**src/core/rpc_pkg.sv**
```systemverilog
// Purpose: Shared constants and types for the reset and power-down sequencer
// Assumes: 10 MHz core clock, 32-bit AHB-Lite register bus
// Notes:   Times are given in their own unit and turned into cycle counts here
package rpc_pkg;
    // Core clock
    localparam int unsigned CORE_CLK_HZ       = 10_000_000;
    localparam int unsigned CYCLES_PER_MS     = CORE_CLK_HZ / 1000;
    // Reset period and isolated-side start-up
    localparam int unsigned RESET_PERIOD_MS   = 20;
    localparam int unsigned RESET_CYCLES      = RESET_PERIOD_MS * CYCLES_PER_MS;
    localparam int unsigned ISO_START_MS      = 100;
    localparam int unsigned ISO_START_CYCLES  = ISO_START_MS * CYCLES_PER_MS;
    localparam int unsigned SOFT_RESET_CYCLES = 16;
    // Serial hard-reset detection
    localparam int unsigned HARD_RESET_SCLKS  = 64;
    localparam int unsigned HARD_CNT_W        = 6;
    // Clock output half period in core cycles
    localparam int unsigned CLKOUT_HALF       = 2;
    localparam int unsigned SEQ_CNT_W         = 21;

    // Register byte offsets
    localparam logic [7:0] ADDR_SETUP         = 8'h00;
    localparam logic [7:0] ADDR_PRIMARY_STAT  = 8'h04;
    localparam logic [7:0] ADDR_SECONDARY_STAT= 8'h08;
    localparam logic [7:0] ADDR_LOCK          = 8'h0C;
    localparam logic [7:0] ADDR_IRQ_STATUS    = 8'h10;
    localparam logic [7:0] ADDR_IRQ_MASK      = 8'h14;

    // Setup register fields and reset value
    localparam int unsigned SETUP_CLKOUT_BIT  = 0;
    localparam int unsigned SETUP_PWRDN_BIT   = 2;
    localparam int unsigned SETUP_SOFTRST_BIT = 6;
    localparam logic [7:0] SETUP_RESET        = 8'h00;
    // Primary status field
    localparam int unsigned PRI_PENDING_BIT   = 0;
    // Lock keys
    localparam logic [7:0] LOCK_KEY           = 8'hCA;
    localparam logic [7:0] UNLOCK_KEY         = 8'h9C;
    // Interrupt status bits
    localparam int unsigned IRQ_W             = 3;
    localparam int unsigned IRQ_HARD_BIT      = 0;
    localparam int unsigned IRQ_DONE_BIT      = 1;
    localparam int unsigned IRQ_SOFT_BIT      = 2;
    localparam logic [IRQ_W-1:0] IRQ_MASK_RESET = 3'h0;

    // Register index used by the decoder
    typedef enum logic [2:0] {
        REG_SETUP  = 3'b000,
        REG_PRI    = 3'b001,
        REG_SEC    = 3'b010,
        REG_LOCK   = 3'b011,
        REG_IRQS   = 3'b100,
        REG_IRQM   = 3'b101,
        REG_NONE   = 3'b111
    } reg_index_type;

    // Reset sequencer states
    typedef enum logic [1:0] {
        ST_HARD  = 2'b00,
        ST_SOFT  = 2'b01,
        ST_READY = 2'b10
    } seq_state_type;
endpackage : rpc_pkg

```
**src/core/pin_sync.sv**
```systemverilog
// Purpose: Two-flop synchroniser for pins from outside the core clock domain
// Assumes: Pins change slowly against the core clock
// Notes:   Only the second stage is visible to the rest of the design
`timescale 1ns/1ps
`default_nettype none
module pin_sync #(
    parameter int unsigned W   = 1,
    parameter logic [W-1:0] INIT = '0
) (
    // Clock and reset
    input  wire logic         i_core_clk,
    input  wire logic         i_rst,
    // Pins
    input  wire logic [W-1:0] i_async,
    output logic      [W-1:0] o_sync
);
    logic [W-1:0] meta_q;

    always_ff @(posedge i_core_clk or posedge i_rst)
    begin
        if (i_rst)
        begin
            meta_q <= INIT;
            o_sync <= INIT;
        end
        else
        begin
            meta_q <= i_async;
            o_sync <= meta_q;
        end
    end
endmodule : pin_sync
`default_nettype wire

```
**src/core/reset_powerdown_control.sv**
```systemverilog
// Purpose: Reset, power-down and start-up sequencing with AHB-Lite registers
// Assumes: Serial pins are asynchronous; the serial clock is sampled by i_core_clk
// Notes:   Register offsets and interrupt layout live in rpc_pkg
//
// Contract
// - Hard reset restores setup, lock and pending to defaults and stops the converter; interrupt mask keeps its value, status keeps its bits and sets bit 0.
// - End of reset period clears the reset-pending flag, status bit 0.
// - Writing 1 to setup bit 6 starts a software reset to defaults.
// - Software reset keeps the isolated converter running.
// - Software reset end clears bit 6 and the reset-pending flag.
// - Power-down bit 2 stops converter and modulators; samples become invalid.
// - Power-down bit clear keeps converter and modulators running outside the hard reset period.
// - Clock-output enable bit 0 clear: no clock driven on the pin.
// - Secondary status bits 2:0 report the silicon version, read-only.
// - Isolated side ready about 100 ms after converter starts.
//
// The AHB-Lite register port and the register addresses were chosen for this implementation.
`timescale 1ns/1ps
`default_nettype none
module reset_powerdown_control
    import rpc_pkg::*;
#(
    parameter int unsigned  P_RESET_CYCLES = RESET_CYCLES,
    parameter int unsigned  P_ISO_CYCLES   = ISO_START_CYCLES,
    // Arbitrary value
    parameter logic [2:0]   P_VERSION      = 3'h1
) (
    // Clock and reset
    input  wire logic        i_core_clk,
    input  wire logic        i_rst,
    // AHB-Lite slave
    input  wire logic        i_hsel,
    input  wire logic [31:0] i_haddr,
    input  wire logic [1:0]  i_htrans,
    input  wire logic        i_hwrite,
    input  wire logic [2:0]  i_hsize,
    input  wire logic [31:0] i_hwdata,
    input  wire logic        i_hready,
    output logic             o_hreadyout,
    output logic             o_hresp,
    output logic [31:0]      o_hrdata,
    // Serial link pins
    input  wire logic        i_sclk,
    input  wire logic        i_cs_n,
    input  wire logic        i_mosi,
    // Power and status
    output logic             o_dcdc_en,
    output logic             o_modulator_en,
    output logic             o_iso_ready,
    output logic             o_samples_valid,
    output logic             o_clock_or_ready_pin,
    output logic             o_irq
);
    function automatic reg_index_type decode(input logic [31:0] addr);
        case (addr[7:0])
            ADDR_SETUP:          decode = REG_SETUP;
            ADDR_PRIMARY_STAT:   decode = REG_PRI;
            ADDR_SECONDARY_STAT: decode = REG_SEC;
            ADDR_LOCK:           decode = REG_LOCK;
            ADDR_IRQ_STATUS:     decode = REG_IRQS;
            ADDR_IRQ_MASK:       decode = REG_IRQM;
            default:             decode = REG_NONE;
        endcase
        if (addr[31:8] != 24'h00_0000)
            decode = REG_NONE;
    endfunction : decode

    localparam logic [HARD_CNT_W-1:0] HARD_LAST = HARD_CNT_W'(HARD_RESET_SCLKS - 1);
    localparam logic [SEQ_CNT_W-1:0]  HARD_END  = SEQ_CNT_W'(P_RESET_CYCLES - 1);
    localparam logic [SEQ_CNT_W-1:0]  SOFT_END  = SEQ_CNT_W'(SOFT_RESET_CYCLES - 1);
    localparam logic [SEQ_CNT_W-1:0]  ISO_END   = SEQ_CNT_W'(P_ISO_CYCLES - 1);
    localparam logic [SEQ_CNT_W-1:0]  CLK_END   = SEQ_CNT_W'(CLKOUT_HALF - 1);

    logic [2:0]            pins_s;
    logic                  sclk_s;
    logic                  cs_n_s;
    logic                  mosi_s;
    logic                  sclk_prev_q;
    logic                  sclk_rise;
    logic [HARD_CNT_W-1:0] hard_cnt_q;
    logic                  hard_hit;
    seq_state_type         state_q;
    logic [SEQ_CNT_W-1:0]  seq_cnt_q;
    logic                  seq_end;
    logic [SEQ_CNT_W-1:0]  iso_cnt_q;
    logic [SEQ_CNT_W-1:0]  clk_cnt_q;
    logic                  clk_tog_q;
    logic [7:0]            setup_q;
    logic                  pending_q;
    logic                  locked_q;
    logic [IRQ_W-1:0]      irq_stat_q;
    logic [IRQ_W-1:0]      irq_mask_q;
    logic [IRQ_W-1:0]      irq_set;
    logic                  wr_pend_q;
    reg_index_type         wr_idx_q;
    logic                  addr_ok;
    logic                  wr_ok;
    logic                  soft_go;
    logic [7:0]            wdat;

    pin_sync #(
        .W    (3),
        .INIT (3'b110)
    ) u_pin_sync (
        .i_core_clk (i_core_clk),
        .i_rst      (i_rst),
        .i_async    ({i_cs_n, i_mosi, i_sclk}),
        .o_sync     (pins_s)
    );

    assign cs_n_s    = pins_s[2];
    assign mosi_s    = pins_s[1];
    assign sclk_s    = pins_s[0];
    assign sclk_rise = sclk_s && !sclk_prev_q;

    always_ff @(posedge i_core_clk or posedge i_rst)
    begin
        if (i_rst)
            sclk_prev_q <= 1'b0;
        else
            sclk_prev_q <= sclk_s;
    end

    assign hard_hit = sclk_rise && !cs_n_s && !mosi_s && (hard_cnt_q == HARD_LAST);

    always_ff @(posedge i_core_clk or posedge i_rst)
    begin
        if (i_rst)
            hard_cnt_q <= '0;
        else if (cs_n_s || mosi_s || hard_hit)
            hard_cnt_q <= '0;
        else if (sclk_rise)
            hard_cnt_q <= hard_cnt_q + 1'b1;
    end

    // Bus handshake
    assign o_hreadyout = 1'b1;
    assign o_hresp     = 1'b0;
    assign addr_ok     = i_hsel && i_hready && i_htrans[1];
    assign wdat        = i_hwdata[7:0];
    assign wr_ok       = wr_pend_q && (state_q == ST_READY) && !hard_hit;
    assign soft_go     = wr_ok && (wr_idx_q == REG_SETUP) && !locked_q && wdat[SETUP_SOFTRST_BIT];

    always_ff @(posedge i_core_clk or posedge i_rst)
    begin
        if (i_rst)
        begin
            wr_pend_q <= 1'b0;
            wr_idx_q  <= REG_NONE;
        end
        else
        begin
            wr_pend_q <= addr_ok && i_hwrite;
            wr_idx_q  <= decode(i_haddr);
        end
    end

    assign seq_end = (state_q == ST_HARD) ? (seq_cnt_q == HARD_END) : (seq_cnt_q == SOFT_END);

    always_ff @(posedge i_core_clk or posedge i_rst)
    begin
        if (i_rst)
        begin
            state_q   <= ST_HARD;
            seq_cnt_q <= '0;
        end
        else if (hard_hit)
        begin
            state_q   <= ST_HARD;
            seq_cnt_q <= '0;
        end
        else
        begin
            case (state_q)
                ST_HARD, ST_SOFT:
                begin
                    seq_cnt_q <= seq_cnt_q + 1'b1;
                    if (seq_end)
                        state_q <= ST_READY;
                end
                ST_READY:
                begin
                    seq_cnt_q <= '0;
                    if (soft_go)
                        state_q <= ST_SOFT;
                end
                default:
                begin
                    state_q   <= ST_HARD;
                    seq_cnt_q <= '0;
                end
            endcase
        end
    end

    always_ff @(posedge i_core_clk or posedge i_rst)
    begin
        if (i_rst)
            pending_q <= 1'b1;
        else if (hard_hit || soft_go)
            pending_q <= 1'b1;
        else if (state_q != ST_READY && seq_end)
            pending_q <= 1'b0;
    end

    // Setup register with self-clearing soft reset
    always_ff @(posedge i_core_clk or posedge i_rst)
    begin
        if (i_rst)
            setup_q <= SETUP_RESET;
        else if (hard_hit)
            setup_q <= SETUP_RESET;
        else if (soft_go)
            setup_q <= SETUP_RESET | (8'h01 << SETUP_SOFTRST_BIT);
        else if (state_q == ST_SOFT && seq_end)
            setup_q <= SETUP_RESET;
        else if (wr_ok && wr_idx_q == REG_SETUP && !locked_q)
            setup_q <= wdat;
    end

    // Lock keys
    always_ff @(posedge i_core_clk or posedge i_rst)
    begin
        if (i_rst)
            locked_q <= 1'b0;
        else if (hard_hit || soft_go)
            locked_q <= 1'b0;
        else if (wr_ok && wr_idx_q == REG_LOCK && wdat == LOCK_KEY)
            locked_q <= 1'b1;
        else if (wr_ok && wr_idx_q == REG_LOCK && wdat == UNLOCK_KEY)
            locked_q <= 1'b0;
    end

    assign o_dcdc_en       = (state_q != ST_HARD) && !setup_q[SETUP_PWRDN_BIT];
    assign o_modulator_en  = o_dcdc_en;
    assign o_iso_ready     = o_dcdc_en && (iso_cnt_q == ISO_END);
    assign o_samples_valid = o_iso_ready && (state_q == ST_READY);

    always_ff @(posedge i_core_clk or posedge i_rst)
    begin
        if (i_rst)
            iso_cnt_q <= '0;
        else if (!o_dcdc_en)
            iso_cnt_q <= '0;
        else if (iso_cnt_q != ISO_END)
            iso_cnt_q <= iso_cnt_q + 1'b1;
    end

    always_ff @(posedge i_core_clk or posedge i_rst)
    begin
        if (i_rst)
        begin
            clk_cnt_q            <= '0;
            clk_tog_q            <= 1'b0;
            o_clock_or_ready_pin <= 1'b1;
        end
        else if (!setup_q[SETUP_CLKOUT_BIT])
        begin
            clk_cnt_q            <= '0;
            clk_tog_q            <= 1'b0;
            o_clock_or_ready_pin <= 1'b1;
        end
        else
        begin
            clk_cnt_q            <= (clk_cnt_q == CLK_END) ? '0 : clk_cnt_q + 1'b1;
            clk_tog_q            <= (clk_cnt_q == CLK_END) ? !clk_tog_q : clk_tog_q;
            o_clock_or_ready_pin <= clk_tog_q;
        end
    end

    // Interrupt status, set wins over clear
    assign irq_set = {soft_go, (state_q != ST_READY) && seq_end && !hard_hit, hard_hit};

    always_ff @(posedge i_core_clk or posedge i_rst)
    begin
        if (i_rst)
            irq_stat_q <= '0;
        else if (wr_pend_q && wr_idx_q == REG_IRQS)
            irq_stat_q <= (irq_stat_q & ~i_hwdata[IRQ_W-1:0]) | irq_set;
        else
            irq_stat_q <= irq_stat_q | irq_set;
    end

    always_ff @(posedge i_core_clk or posedge i_rst)
    begin
        if (i_rst)
            irq_mask_q <= IRQ_MASK_RESET;
        else if (wr_pend_q && wr_idx_q == REG_IRQM)
            irq_mask_q <= i_hwdata[IRQ_W-1:0];
    end

    assign o_irq = |(irq_stat_q & irq_mask_q);

    always_ff @(posedge i_core_clk or posedge i_rst)
    begin
        if (i_rst)
            o_hrdata <= 32'h0000_0000;
        else if (addr_ok && !i_hwrite)
        begin
            case (decode(i_haddr))
                REG_SETUP: o_hrdata <= {24'h00_0000, setup_q};
                REG_PRI:   o_hrdata <= {31'h0000_0000, pending_q};
                REG_SEC:   o_hrdata <= {29'h0000_0000, P_VERSION};
                REG_LOCK:  o_hrdata <= {31'h0000_0000, locked_q};
                REG_IRQS:  o_hrdata <= {29'h0000_0000, irq_stat_q};
                REG_IRQM:  o_hrdata <= {29'h0000_0000, irq_mask_q};
                default:   o_hrdata <= 32'h0000_0000;
            endcase
        end
    end
endmodule : reset_powerdown_control
`default_nettype wire

```
**config.mk**
```make
export PLATFORM = sky130hd
export DESIGN_NAME = reset_powerdown_control
export DESIGN_NICKNAME = d
export VERILOG_FILES = /design/src/core/rpc_pkg.sv /design/src/core/pin_sync.sv /design/src/core/reset_powerdown_control.sv
export SDC_FILE = /design/constraint.sdc
export NUM_CORES = 1
export LEC_CHECK = 0
export ABC_AREA = 1
export BUFFER_PORTS_ARGS = -buffer_cell sky130_fd_sc_hd__buf_2
export CORE_MARGIN = 3
export CORE_UTILIZATION = 55
export DETAILED_ROUTE_END_ITERATION = 10
export PLACE_DENSITY = 0.77
export SYNTH_ARGS = -nofsm -noshare
export SYNTH_HDL_FRONTEND = slang
export SYNTH_HIERARCHICAL = 1
export SYNTH_SLANG_ARGS = --single-unit
```
**constraint.sdc**
```tcl
create_clock -name i_core_clk -period 5 [get_ports i_core_clk]
set_input_delay 0.25 -clock i_core_clk [delete_from_list [all_inputs] [get_ports i_core_clk]]
set_output_delay 0.25 -clock i_core_clk [all_outputs]
set_load 0.01 [all_outputs]
```
==> impl.org, run 1 <==
** Worst setup path
- Cell at the slowest stage of the critical path :: dfrtp_1
- Measured in cells, the most critical reg-to-reg path has a length of 6.
- The worst setup path is launched from a register.
- Buf+Inv Stages, Crit Path :: 2
- In this run the critical register-to-register path is launched from seq_cnt_q[0].
- Worst setup EP type :: primary output
- For the worst setup path, the data required time is 4.75 ns.
- Among the stages of the critical path, the cell type that occurs most often is nor2_1.
- Delay of the slowest cell on the worst path :: 0.47 ns
- Crit path DAT :: 2.20 ns
- Walking the worst path, the cells encountered are nor2_1, nor2_4, clkinv_1, nor2_1, buf_2.
- Endpoint of the lowest-slack register-to-register path :: setup_q[4]
- Of all nets on the critical path, the largest fanout is 18.
- Category of cells accounting for the largest share of critical-path delay :: simple AND/OR/NAND/NOR gates
- Reg2Reg Setup Slack :: 2.96 ns
- Type of the setup path with the least slack :: reg -> out
- In this run the number of cells on the critical path is 5.

** STA
- Of the available clock period, the critical path in the final layout requires 49.0%.
- Derived from the worst setup path, the maximum achievable clock frequency is 409 MHz.
- Number of slew-limit violations in the final report :: 0
- The worst path needs 2.45 ns of the cycle, external delays included.
- The final hold violation count came to 0.
- Headroom to the max-slew limit came out at 41.1%.
- Setup repair after global routing missed its margin :: no
- At the pin with the least slew margin, the transition time is 0.883 ns.
- Setup violations remaining at the end of the flow were counted as 0.
- On the final layout, the worst hold slack is 0.0996 ns.
- Post-route setup TNS :: 0 ns
- Worst-case clock skew :: 0.0136 ns

** Power
- Proportion of power drawn by the clock network :: 35.6%
- Power per cell area :: 225 nW/µm²
- Per report_power, the sequential group accounts for 59.8% of the total.
- Internal power consumption :: 0.00114 W
- Switching power as a share of total power :: 22.7%
- Leakage :: 2.99 nW
- Of the total power, combinational logic draws 4.5%.
- Net Switching :: 0.000333 W
- The worst-case IR drop observed on VDD is 0.201 mV.

** Clocking
- The H-tree generated during clock tree synthesis spans 3 levels.
- The later pin in the worst-skew pair is clocked with a latency of 0.38 ns.
- The longest clock path from root to sink contains 2 buffers.
- Clock tree from TritonCTS :: built
- CTS buffer count :: 9
- For this design, the sink count on the clock tree is 108.
- Cell chosen for the clock root :: clkbuf_8
- Clock-pin slew of the registers on the worst-case setup and hold paths :: 0.09 ns

** Route
- After detailed routing, the met3 layer carries 484 µm of wire.
- After detailed routing, the number of remaining DRC violations is 0.
- Overall via count from detail_route :: 4989
- Signal routing reaches up to met4.
- After detailed routing, the average wire length per cell comes to 12.9 µm.
- Routed length on met1 :: 5420 µm
- The count of nets left with antenna violations once routing finished came out at 0.
- First-pass iteration count of the detailed router :: 6
- DR vias/cell :: 5.27
- For this block, the initial DRC count from the detailed router was 344.
- For this block, the routed nets add up to 12200 µm of wire.
- Met2 Wirelength :: 6090 µm

** Synth
- The number of different library cells used by synthesis comes to 42.
- Gate count after technology mapping :: 735
- Count of flip-flops with a built-in enable after synthesis :: 0
- For this run, the leading register cell type out of synthesis is dfrtp_1.
- Warnings, synthesis :: 6
- Async set-reset flop share out of synthesis :: 100%
- Cell area after technology mapping :: 5940 µm²
- Synthesis-stage register bit count :: 108
- A synthesized cell averages 8.09 µm².
- Sequential cell area fraction in the yosys report :: 45.7%

** Place
- Routability congestion estimate from global placement :: 0.880
- Summed over all nets, the half-perimeter wirelength after detailed placement is 9140 µm.
- Placement Cell Area :: 6300 µm²
- Number of port buffers :: 62

** Global routing
- Wire length of the first global-routing pass :: 21000 µm
- Global route total overflow :: 0
- The number of antenna violations at the first check in global routing came to 0.
- Via count of the first global-routing pass :: 4850
- Entering global routing, the biggest net connects 73 pins.
- Across every metal layer, demand over resource in global routing totals 21.7%.

** Run
- The tool flagged a number of max-cap violations equal to 0.

** Run status
- Outcome :: finished, final reports clean

** Floorplan
- The floorplan step set the die height to 110 µm.
- For this configuration, the core starts out at a cell density of 57.1%.
- I/O pin count :: 117
- The region available for standard cell placement spans 10400 µm².
- The floorplan step defined a die boundary enclosing 12100 µm².
- Number of placement rows :: 37
- Die boundary width :: 110 µm

** Final layout
- The repair_antennas step left the layout with diodes totalling 0.
- Cells with a size suffix above 1 make up 18.0% of the layout.
- Area growth from synthesis to layout :: 9.98%
- Nets :: 887
- Final Instance Area :: 6540 µm²

** Min path
- WHS Path Cells :: 3
- In this run the most critical hold path is launched from i_hready.
- For hold timing, the worst endpoint is wr_pend_q.
- The tightest min-delay check is of the in -> reg type.
-- layer usage --
layer	up-vias	GRT usage, %
met4	0	7.75
met5	-	0
met2	116	37.0
met3	16	4.64
li1	2494	-
met1	2363	27.1
-- timing repair --
action / 4_1_cts / 5_1_grt
setup endpoints to repair: 0 / 0
hold buffers: 4 / 0
gates resized for setup: 0 / 0
hold endpoints to repair: 31 / 0
buffers inserted: 0 / 0
-- state kept, by name, indices dropped and copies added, names as in the netlist, 2 cells and up --
name and count:
u_pin_sync/o_sync 3, hard_cnt_q 6, iso_cnt_q 21, clk_cnt_q 21, irq_stat_q 3, state_q 2
irq_mask_q 3, wr_idx_q 3, o_hrdata 8, seq_cnt_q 21, u_pin_sync/meta_q 3, setup_q 8
-- worst max-delay path by stage --
stage                     slack (ns)               to        from
after floorplan                 2.08     clk_cnt_q[0]       i_rst
after global placement          3.04  o_samples_valid  state_q[1]
after detailed placement        3.01      o_iso_ready  state_q[1]
after CTS                       2.58      o_iso_ready  state_q[1]
after global routing            2.40  o_samples_valid  state_q[1]
final                           2.55      o_iso_ready  state_q[1]
-- power groups by stage --
stage                     Combinational, W  Sequential, W  Clock [W]
after floorplan                  0.0000495       0.000896          0
after global placement           0.0000624       0.000896          0
after detailed placement         0.0000650       0.000896          0
after CTS                        0.0000674       0.000879   0.000541
after global routing             0.0000772       0.000880   0.000577
final                            0.0000663       0.000879   0.000524
-- cells in the mapped netlist, types with 2 or more instances --
master / instances / area (µm²)
nor2_4: 10 / 113
a21oi_1: 24 / 120
o21ai_1: 4 / 20.0
nand2_2: 8 / 50.1
o21ai_0: 28 / 140
o21a_1: 2 / 15.0
ha_1: 5 / 62.6
nor2_1: 97 / 364
a31oi_1: 5 / 31.3
nand3_1: 41 / 205
nor4_1: 11 / 68.8
buf_4: 27 / 203
nor3b_1: 8 / 60.1
nand2_1: 135 / 507
dfrtp_1: 99 / 2480
buf_2: 4 / 20.0
nor2_2: 16 / 100
nand3_2: 8 / 80.1
inv_2: 7 / 26.3
inv_1: 83 / 312
o22ai_1: 2 / 12.5
nor3_1: 23 / 115
conb_1: 2 / 7.51
xor2_1: 15 / 131
o31ai_1: 3 / 22.5
clkinv_1: 4 / 15.0
nor2_8: 2 / 40.0
nand4_1: 38 / 238
xnor2_1: 3 / 26.3
dfstp_2: 9 / 236
-- metrics by stage --
step           instances  utilization (%)  power (W)  setup slack (ns)
2_1_floorplan        759                -   0.000945              2.08
3_3_place_gp         926             60.5   0.000958              3.04
3_5_place_dp         926             60.5   0.000961              3.01
4_1_cts              946             62.8    0.00149              2.58
5_1_grt              946             62.8    0.00153              2.40
6_report             946             62.8    0.00147              2.55
-- cell type report --
cell class / instances / area [µm²]
multi-input cells: 525 / 2740
clock inverters: 2 / 16.3
flip-flops and latches: 108 / 2710
fillers: 893 / 3880
well taps: 136 / 170
inverters: 94 / 355
clock buffers: 14 / 183
repair buffers: 67 / 358
-- worst reg2reg max path: stages (launching register included) --
cell and delay [ns]:
dfrtp_1 0.39, ha_1 0.25, nand2_1 0.09, nor4_2 0.30, nand4_1 0.54, nand4_1 0.30, nand2_1 0.07
-- cell usage in the layout (no fill, tap or decap), types with 7 or more instances in the layout --
| cell | n |
|---|---|
| a21oi_1 | 24 |
| buf_2 | 62 |
| clkbuf_8 | 13 |
| conb_1 | 26 |
| dfrtp_1 | 99 |
| dfstp_2 | 9 |
| inv_1 | 82 |
| inv_2 | 7 |
| nand2_1 | 135 |
| nand2_2 | 8 |
| nand3_1 | 41 |
| nand3_2 | 8 |
| nand4_1 | 38 |
| nor2_1 | 97 |
| nor2_2 | 16 |
| nor2_4 | 10 |
| nor3_1 | 23 |
| nor3b_1 | 8 |
| nor4_1 | 11 |
| o21ai_0 | 28 |
| xor2_1 | 15 |
-- cell families after synthesis --
| logic type | after synthesis | share of synthesized area (%) |
|---|---|---|
| AND/OR/NAND/NOR | 404 | 33.9 |
| flip-flops | 108 | 45.7 |
| AO/OA/AOI/OAI | 72 | 6.84 |
| XOR/XNOR | 18 | 2.65 |
| other | 2 | 0.126 |
| buffers and inverters | 126 | 9.75 |
| adder cells (fa/ha/maj) | 5 | 1.05 |
No activity file was read; power rests on OpenSTA's default activity.
==> run 2, diff against run 1 <==
- ABC_AREA: 1 -> 0
- clock period: 5 -> 2.5 ns (I/O delays scaled with it)
==> impl.org, run 2 <==
** Synth
- Most used flip-flop cell after synthesis :: dfrtp_1
- Sequential cell area fraction in the yosys report :: 49.8%
- Area share of the largest cell type after synthesis :: 45.5%
- A synthesized cell averages 9.85 µm².
- Area contributors post-synth :: dfrtp_1, xor2_1, nor2_1
- After synthesis, the share of flip-flops with an asynchronous set or reset is 100%.
- For this run, the number of Yosys warnings is 6.
- Yosys mapped the design onto 53 distinct sky130hd cell types.
- In this run, synthesis inferred 0 flip-flops with an integrated enable.
- Leading cell types by count after synthesis :: dfrtp_1, nor2_1, nand2_1
- Among all cell types in the netlist, the one instantiated most often is dfrtp_1.
- Cell area after technology mapping :: 5450 µm²
- The cell count after synthesis came out at 553.
- Synthesis-stage register bit count :: 108
- The largest total area in the synthesized netlist belongs to dfrtp_1.

** Power
- Leakage :: 2.68 nW
- Of the total power, registers draw 54.3%.
- Power per cell area :: 634 nW/µm²
- Total power for the finished layout comes to 0.00380 W.
- Proportion of power drawn by combinational gates :: 18.0%
- The clock network is responsible for 27.8% of the overall power.
- Internal power consumption :: 0.00266 W
- Worst vdd rail ir drop :: 0.483 mV
- Switching power as a share of total power :: 30.1%
- In this run the power spent charging and discharging nets is 0.00114 W.

** Final layout
- Storage cell area :: 2710 µm²
- The largest registers in the layout are clk_cnt_q x21, iso_cnt_q x21, seq_cnt_q x21.
- Count of placed standard cells in the final layout, fillers left out :: 744
- Count of antenna diodes in the layout :: 0
- The filler cells instantiated in the layout total 763.
- In the layout the commonest cells are dfrtp_1, nor2_1, buf_2.
- Leaving out fill and tap cells, the most frequent cell in the layout is dfrtp_1.
- Area growth from synthesis to layout :: 9.92%
- In the final layout, the share of cells above drive strength 1 is 17.4%.
- Multi-input logic area :: 2470 µm²
- After the last flow step, the layout net total stands at 692.

** STA
- Final critical-path required period :: 2.23 ns
- On the final layout, the worst clock skew is 0.00519 ns.
- Setup repair after global routing missed its margin :: no
- Post-route clock period utilization :: 89.0%
- The final hold violation count was 0.
- For the pin with the worst max-slew slack, the measured transition is 0.654 ns.
- Fmax achieved :: 449 MHz
- The worst pin sits at a relative slew slack of 56.3%.
- Setup-violating endpoint count in the final report :: 0
- The max-slew violation total from the final report came to 0.
- Post-route setup TNS :: 0 ns

** Clocking
- The clock passes through at most 2 buffers.
- CTS buffer count :: 9
- Clock-pin slew of the registers on the worst-case setup and hold paths :: 0.09 ns
- Latest clock arrival within the worst-skew pair :: 0.37 ns
- The tree is rooted in a clkbuf_8.
- Counting every sink on the clock net gives 108.
- Gates resized during post-CTS repair numbered 0.
- The H-tree generated during clock tree synthesis spans 3 levels.
- Clock tree from TritonCTS :: built

** Global routing
- Via count of the first global-routing pass :: 4001
- The first global-routing pass estimated 18800 µm of wire.
- Total global-route track usage :: 20.7%
- The number of antenna violations at the first check in global routing is 0.
- Pin count of the biggest net entering global routing :: 82
- After global routing the overflow that remains totals 0.

** Route
- Remaining design rule violation count :: 0
- For this run, the detailed router's first-pass iteration total came to 4.
- Dividing the detail-routed via count by the number of cells gives 5.47.
- Final Routed Wirelength :: 11000 µm
- Post-detailed-route wirelength per cell :: 14.8 µm
- Detailed routing inserted a total of 4069 vias.
- Once detail routing completed, the nets flagged for antenna violations numbered 0.
- Iteration-0 DRC Markers :: 260

** Worst setup path
- Worst Path Required :: 2.38 ns
- STA classifies the critical path endpoint as a primary output.
- Type of element launching the critical path :: register
- Critical Path Source :: iso_cnt_q[0]
- The setup check on the worst reg-to-reg path leaves a slack of 0.36 ns.
- At the worst endpoint, the arrival time is 2.10 ns.
- Measured in cells, the most critical reg-to-reg path has a length of 6.
- The worst register-to-register path begins at seq_cnt_q[0].
- The critical path is of the reg -> out type.
- Critical Path End :: o_samples_valid
- Along the worst path, the maximum fanout reaches 8.
- Endpoint of the lowest-slack register-to-register path :: setup_q[3]

** Floorplan
- Measured along the x axis, the die boundary spans 106 µm.
- The floorplan step set the die height to 106 µm.
- Floorplan die area :: 11100 µm²
- I/O pin count :: 117
- Starting density of the core :: 57.9%
- The region available for standard cell placement spans 9420 µm².
- The floorplan has 35 rows.

** Place
- Input and output buffers added on the ports amount to 62.
- Instance count after placement with tap cells included :: 724
- Routability congestion estimate from global placement :: 0.837
- HPWL after DPL :: 7920 µm

** Run status
- Outcome :: finished, final reports clean

** Min path
- Class of the tightest hold or removal check :: in -> reg

** Run
- Max-cap violations in this run came to 0.
[run 2: what timing repair did]
item                      CTS  global route
buffers inserted            0             0
hold endpoints to repair   30             0
hold buffers                4             0
[run 2: metrics by stage]
step	hold WS (ns)	area, µm²	setup slack (ns)	utilization [%]
finish	0.0421	5990	0.275	63.6
global route	0.0353	5990	0.0955	63.6
CTS	0.0279	5990	0.227	63.6
detailed placement	0.0670	5760	0.364	61.1
global placement	0.0602	5760	0.438	61.1
floorplan	-0.0869	5540	0.560	-
[run 2: logic make-up (layout without fill, tap and decap cells)]
family / count (synthesis) / after routing / share of synthesized area [%]
simple gates: 264 / 264 / 25.9
flops: 108 / 108 / 49.8
buf+inv: 62 / 100 / 6.57
xor+xnor: 61 / 61 / 9.80
compound gates: 44 / 44 / 5.33
mux: 7 / 7 / 1.35
fa+ha+maj: 5 / 5 / 1.15
other cells: 2 / 26 / 0.138
[run 2: critical path, stage by stage (launching register included)]
cell and delay [ns]:
dfrtp_1 0.39, ha_1 0.23, nand3_1 0.26, or2_2 0.43, nor3_1 0.24, buf_2 0.18
[run 2: metal layers]
| metal | track usage, % | vias to the layer above | part of all wire [%] |
|---|---|---|---|
| met4 | 5.83 | 0 | 1.5 |
| met3 | 4.72 | 11 | 5.4 |
| met2 | 34.1 | 108 | 47 |
| met1 | 27.6 | 1969 | 46 |
| met5 | 0 | - | 0 |
| li1 | - | 1981 | - |
[run 2: how the worst min path moves through the flow]
stage / cells after the start / endpoint / slack, ns / from
floorplan: 1 / u_pin_sync/meta_q[0] / -0.09 / i_rst
global placement: 2 / u_pin_sync/meta_q[0] / 0.06 / i_rst
detailed placement: 2 / u_pin_sync/o_sync[0] / 0.07 / i_rst
CTS: 3 / wr_idx_q[0] / 0.03 / i_haddr[3]
global route: 2 / wr_pend_q / 0.04 / i_hready
finish: 3 / wr_idx_q[0] / 0.04 / i_haddr[3]
[run 2: power by group through the flow]
stage / Combinational, W / Clock, W / Sequential (W)
floorplan: 0.000552 / 0 / 0.00204
global placement: 0.000657 / 0 / 0.00208
detailed placement: 0.000679 / 0 / 0.00209
CTS: 0.000691 / 0.00108 / 0.00206
global route: 0.000781 / 0.00116 / 0.00209
finish: 0.000682 / 0.00105 / 0.00206
[run 2: area by class of cell]
| cell class | instances | area share [%] |
|---|---|---|
| clock buffer | 12 | 2.42 |
| clock inverter | 4 | 0.815 |
| inverter | 13 | 0.877 |
| multi-input combinational | 407 | 41.2 |
| sequential | 108 | 45.3 |
| tap | 129 | 2.69 |
| timing repair buffer | 71 | 6.68 |
==> run 3, diff against run 2 <==
- CTS_CLUSTER_DIAMETER: unset -> 120
- MAX_ROUTING_LAYER: unset -> met4
==> impl.org, run 3 (synthesis results as in run 2) <==
** Route
- Iteration-0 DRC Markers :: 235
- Remaining design rule violation count :: 0
- In the final routed layout, each cell accounts on average for 14.8 µm.
- DR vias/cell :: 5.48
- Final Routed Wirelength :: 11000 µm
- The final route contains 4076 vias.
- Remaining number of nets flagged by the antenna check after routing :: 0
- First-pass iteration count of the detailed router :: 4

** Final layout
- Area growth from synthesis to layout :: 9.92%
- Leading cell type in the layout, fill and taps excluded :: dfrtp_1
- Final Instance Area :: 5990 µm²
- The multi-input combinational cells in the finished layout cover a total of 2470 µm².
- The post-route netlist has 17.4% of its cells at a drive strength greater than 1.
- Storage cell area :: 2710 µm²
- The repair_antennas step left the layout with diodes totalling 0.
- Count of placed standard cells in the final layout, fillers left out :: 744
- Fill cells in the final layout number 763.
- The library cells used most frequently in the layout, excluding fill and tap cells, are dfrtp_1, nor2_1, buf_2.
- The largest registers in the layout are clk_cnt_q x21, iso_cnt_q x21, seq_cnt_q x21.
- At the end of the flow, the number of nets in the layout was 692.

** Global routing
- The first global-routing pass estimated 18800 µm of wire.
- Across every metal layer, demand over resource in global routing totals 21.2%.
- Pin count of the biggest net entering global routing :: 82
- Met2 routing resource usage after global routing :: 34.0%
- The via count of the first global-routing pass was 4002.
- GR Layer Usage met3 :: 4.35%
- Initial antenna violation count :: 0
- Global routing consumed, on the met1 layer, 27.6% of the routing resources.
- Most congested layer reported by global routing :: met2
- For this run the aggregate overflow at the end of global routing stands at 0.

** Worst setup path
- At the worst endpoint, the required time is 2.38 ns.
- Endpoint of the lowest-slack register-to-register path :: setup_q[3]
- Crit path DAT :: 2.10 ns
- Type of element launching the critical path :: register
- Critical Path Source :: iso_cnt_q[0]
- The worst register-to-register path begins at seq_cnt_q[0].
- Path depth of the worst reg2reg path :: 6
- The worst setup path is captured at a primary output.
- Reg2Reg Setup Slack :: 0.35 ns
- In this run the number of cells on the critical path is 5.
- Delay of the slowest cell on the worst path :: 0.44 ns
- Chain of cells forming the critical path :: ha_1, nand3_1, or2_2, nor3_1, buf_2
- Critical path fanouts, max :: 8
- Cell at the slowest stage of the critical path :: or2_2
- Buf+Inv Stages, Crit Path :: 1
- Category of cells accounting for the largest share of critical-path delay :: simple AND/OR/NAND/NOR gates
- In this run the worst setup path terminates at o_samples_valid.
- Type of the setup path with the least slack :: reg -> out

** Run status
- The flow ran to the end, and the final reports show no timing, DRC or antenna violations.

** STA
- On the final layout, the worst clock skew is 0.00778 ns.
- Summed over all failing endpoints, the final setup total negative slack is 0 ns.
- Smallest setup slack after layout :: 0.271 ns
- Fmax achieved :: 449 MHz
- Setup repair after global routing left no endpoint under its margin.
- Number of slew-limit violations in the final report :: 0
- Final critical-path required period :: 2.23 ns
- The worst path uses 89.2% of the clock period.
- For the pin with the worst max-slew slack, the measured transition is 0.655 ns.
- Slew headroom :: 56.2%
- Setup violations remaining at the end of the flow were counted as 0.
- Number of endpoints with negative hold slack in the final report :: 0

** Place
- Once detailed placement completed, the half-perimeter wirelength came to 7920 µm.
- OpenSTA, run right after detailed placement, puts the worst setup slack at 0.364 ns.
- Routability congestion estimate from global placement :: 0.850
- Input and output buffers added on the ports amount to 62.
- Placement Cell Area :: 5760 µm²
- Including well taps, the total number of placed cells is 724.

** Clocking
- Clk buf depth :: 2
- Clock tree synthesis selected as its root buffer the cell clkbuf_8.
- At the later pin of the worst-skew pair, clock insertion delay measures 0.37 ns.
- TritonCTS sink count :: 108
- Clock tree from TritonCTS :: built
- Clock-pin slew of the registers on the worst-case setup and hold paths :: 0.09 ns
- The number of clock buffers added by TritonCTS is 9.
- Number of levels the H-tree was split into :: 3

** Floorplan
- Number of placement rows :: 35
- The floorplan step defined a die boundary enclosing 11100 µm².
- Placeable core area :: 9420 µm²
- I/O pin count :: 117
- Die boundary width :: 106 µm
- Once the floorplan was initialized, standard cells occupied 57.9% of the core.
- The floorplan step set the die height to 106 µm.

** Power
- Leakage :: 2.68 nW
- Dividing total power by cell area gives a power density of 634 nW/µm².
- Worst vdd rail ir drop :: 0.482 mV

** Run
- Count of max-cap constraint violations :: 0

** Min path
- The path class of the tightest hold or removal check is in -> reg.
## run 3: worst min path at each step
stage	start	end	slack [ns]	cells past startpoint
after CTS	i_haddr[3]	wr_idx_q[0]	0.03	3
after global routing	i_hready	wr_pend_q	0.04	2
after global placement	i_rst	u_pin_sync/meta_q[0]	0.06	2
after floorplan	i_rst	u_pin_sync/meta_q[0]	-0.09	1
final	i_haddr[3]	wr_idx_q[0]	0.04	3
after detailed placement	i_rst	u_pin_sync/o_sync[0]	0.07	2
## run 3: timing repair
item,CTS,global route
gates resized for setup,0,0
hold buffers,4,0
setup buffers,0,0
endpoints found under the hold margin,30,0
endpoints found under the setup margin,0,0
## run 3: layer usage
metal	vias to the layer above	part of all wire, %
met5	-	0
met1	1968	46
li1	1979	-
met4	0	1.6
met3	15	5.4
met2	114	47
## run 3: through the flow
stage	hold slack [ns]	power (W)	utilization [%]
floorplan	-0.0869	0.00259	-
global placement	0.0602	0.00274	61.1
detailed placement	0.0670	0.00277	61.1
CTS	0.0279	0.00383	63.6
global route	0.0388	0.00402	63.6
finish	0.0402	0.00380	63.6
## run 3: tightest hold or removal path: stages
cell	delay, ns
buf_2	0.12
nand2_1	0.08
nand3b_1	0.08
## run 3: report_power, final
| group | switching [W] | internal [W] | leakage (nW) |
|---|---|---|---|
| Combinational | 0.000432 | 0.000250 | 1.14 |
| Sequential | 0.000144 | 0.00191 | 1.43 |
| Clock | 0.000567 | 0.000491 | 0.100 |
## run 3: layout make-up
class,instances,area share (%)
Timing Repair Buffer,71,6.68
Clock buffer,12,2.42
Inverter,13,0.877
Tap cell,129,2.69
Sequential cell,108,45.3
Clock inverter,4,0.815
Multi-Input combinational cell,407,41.2
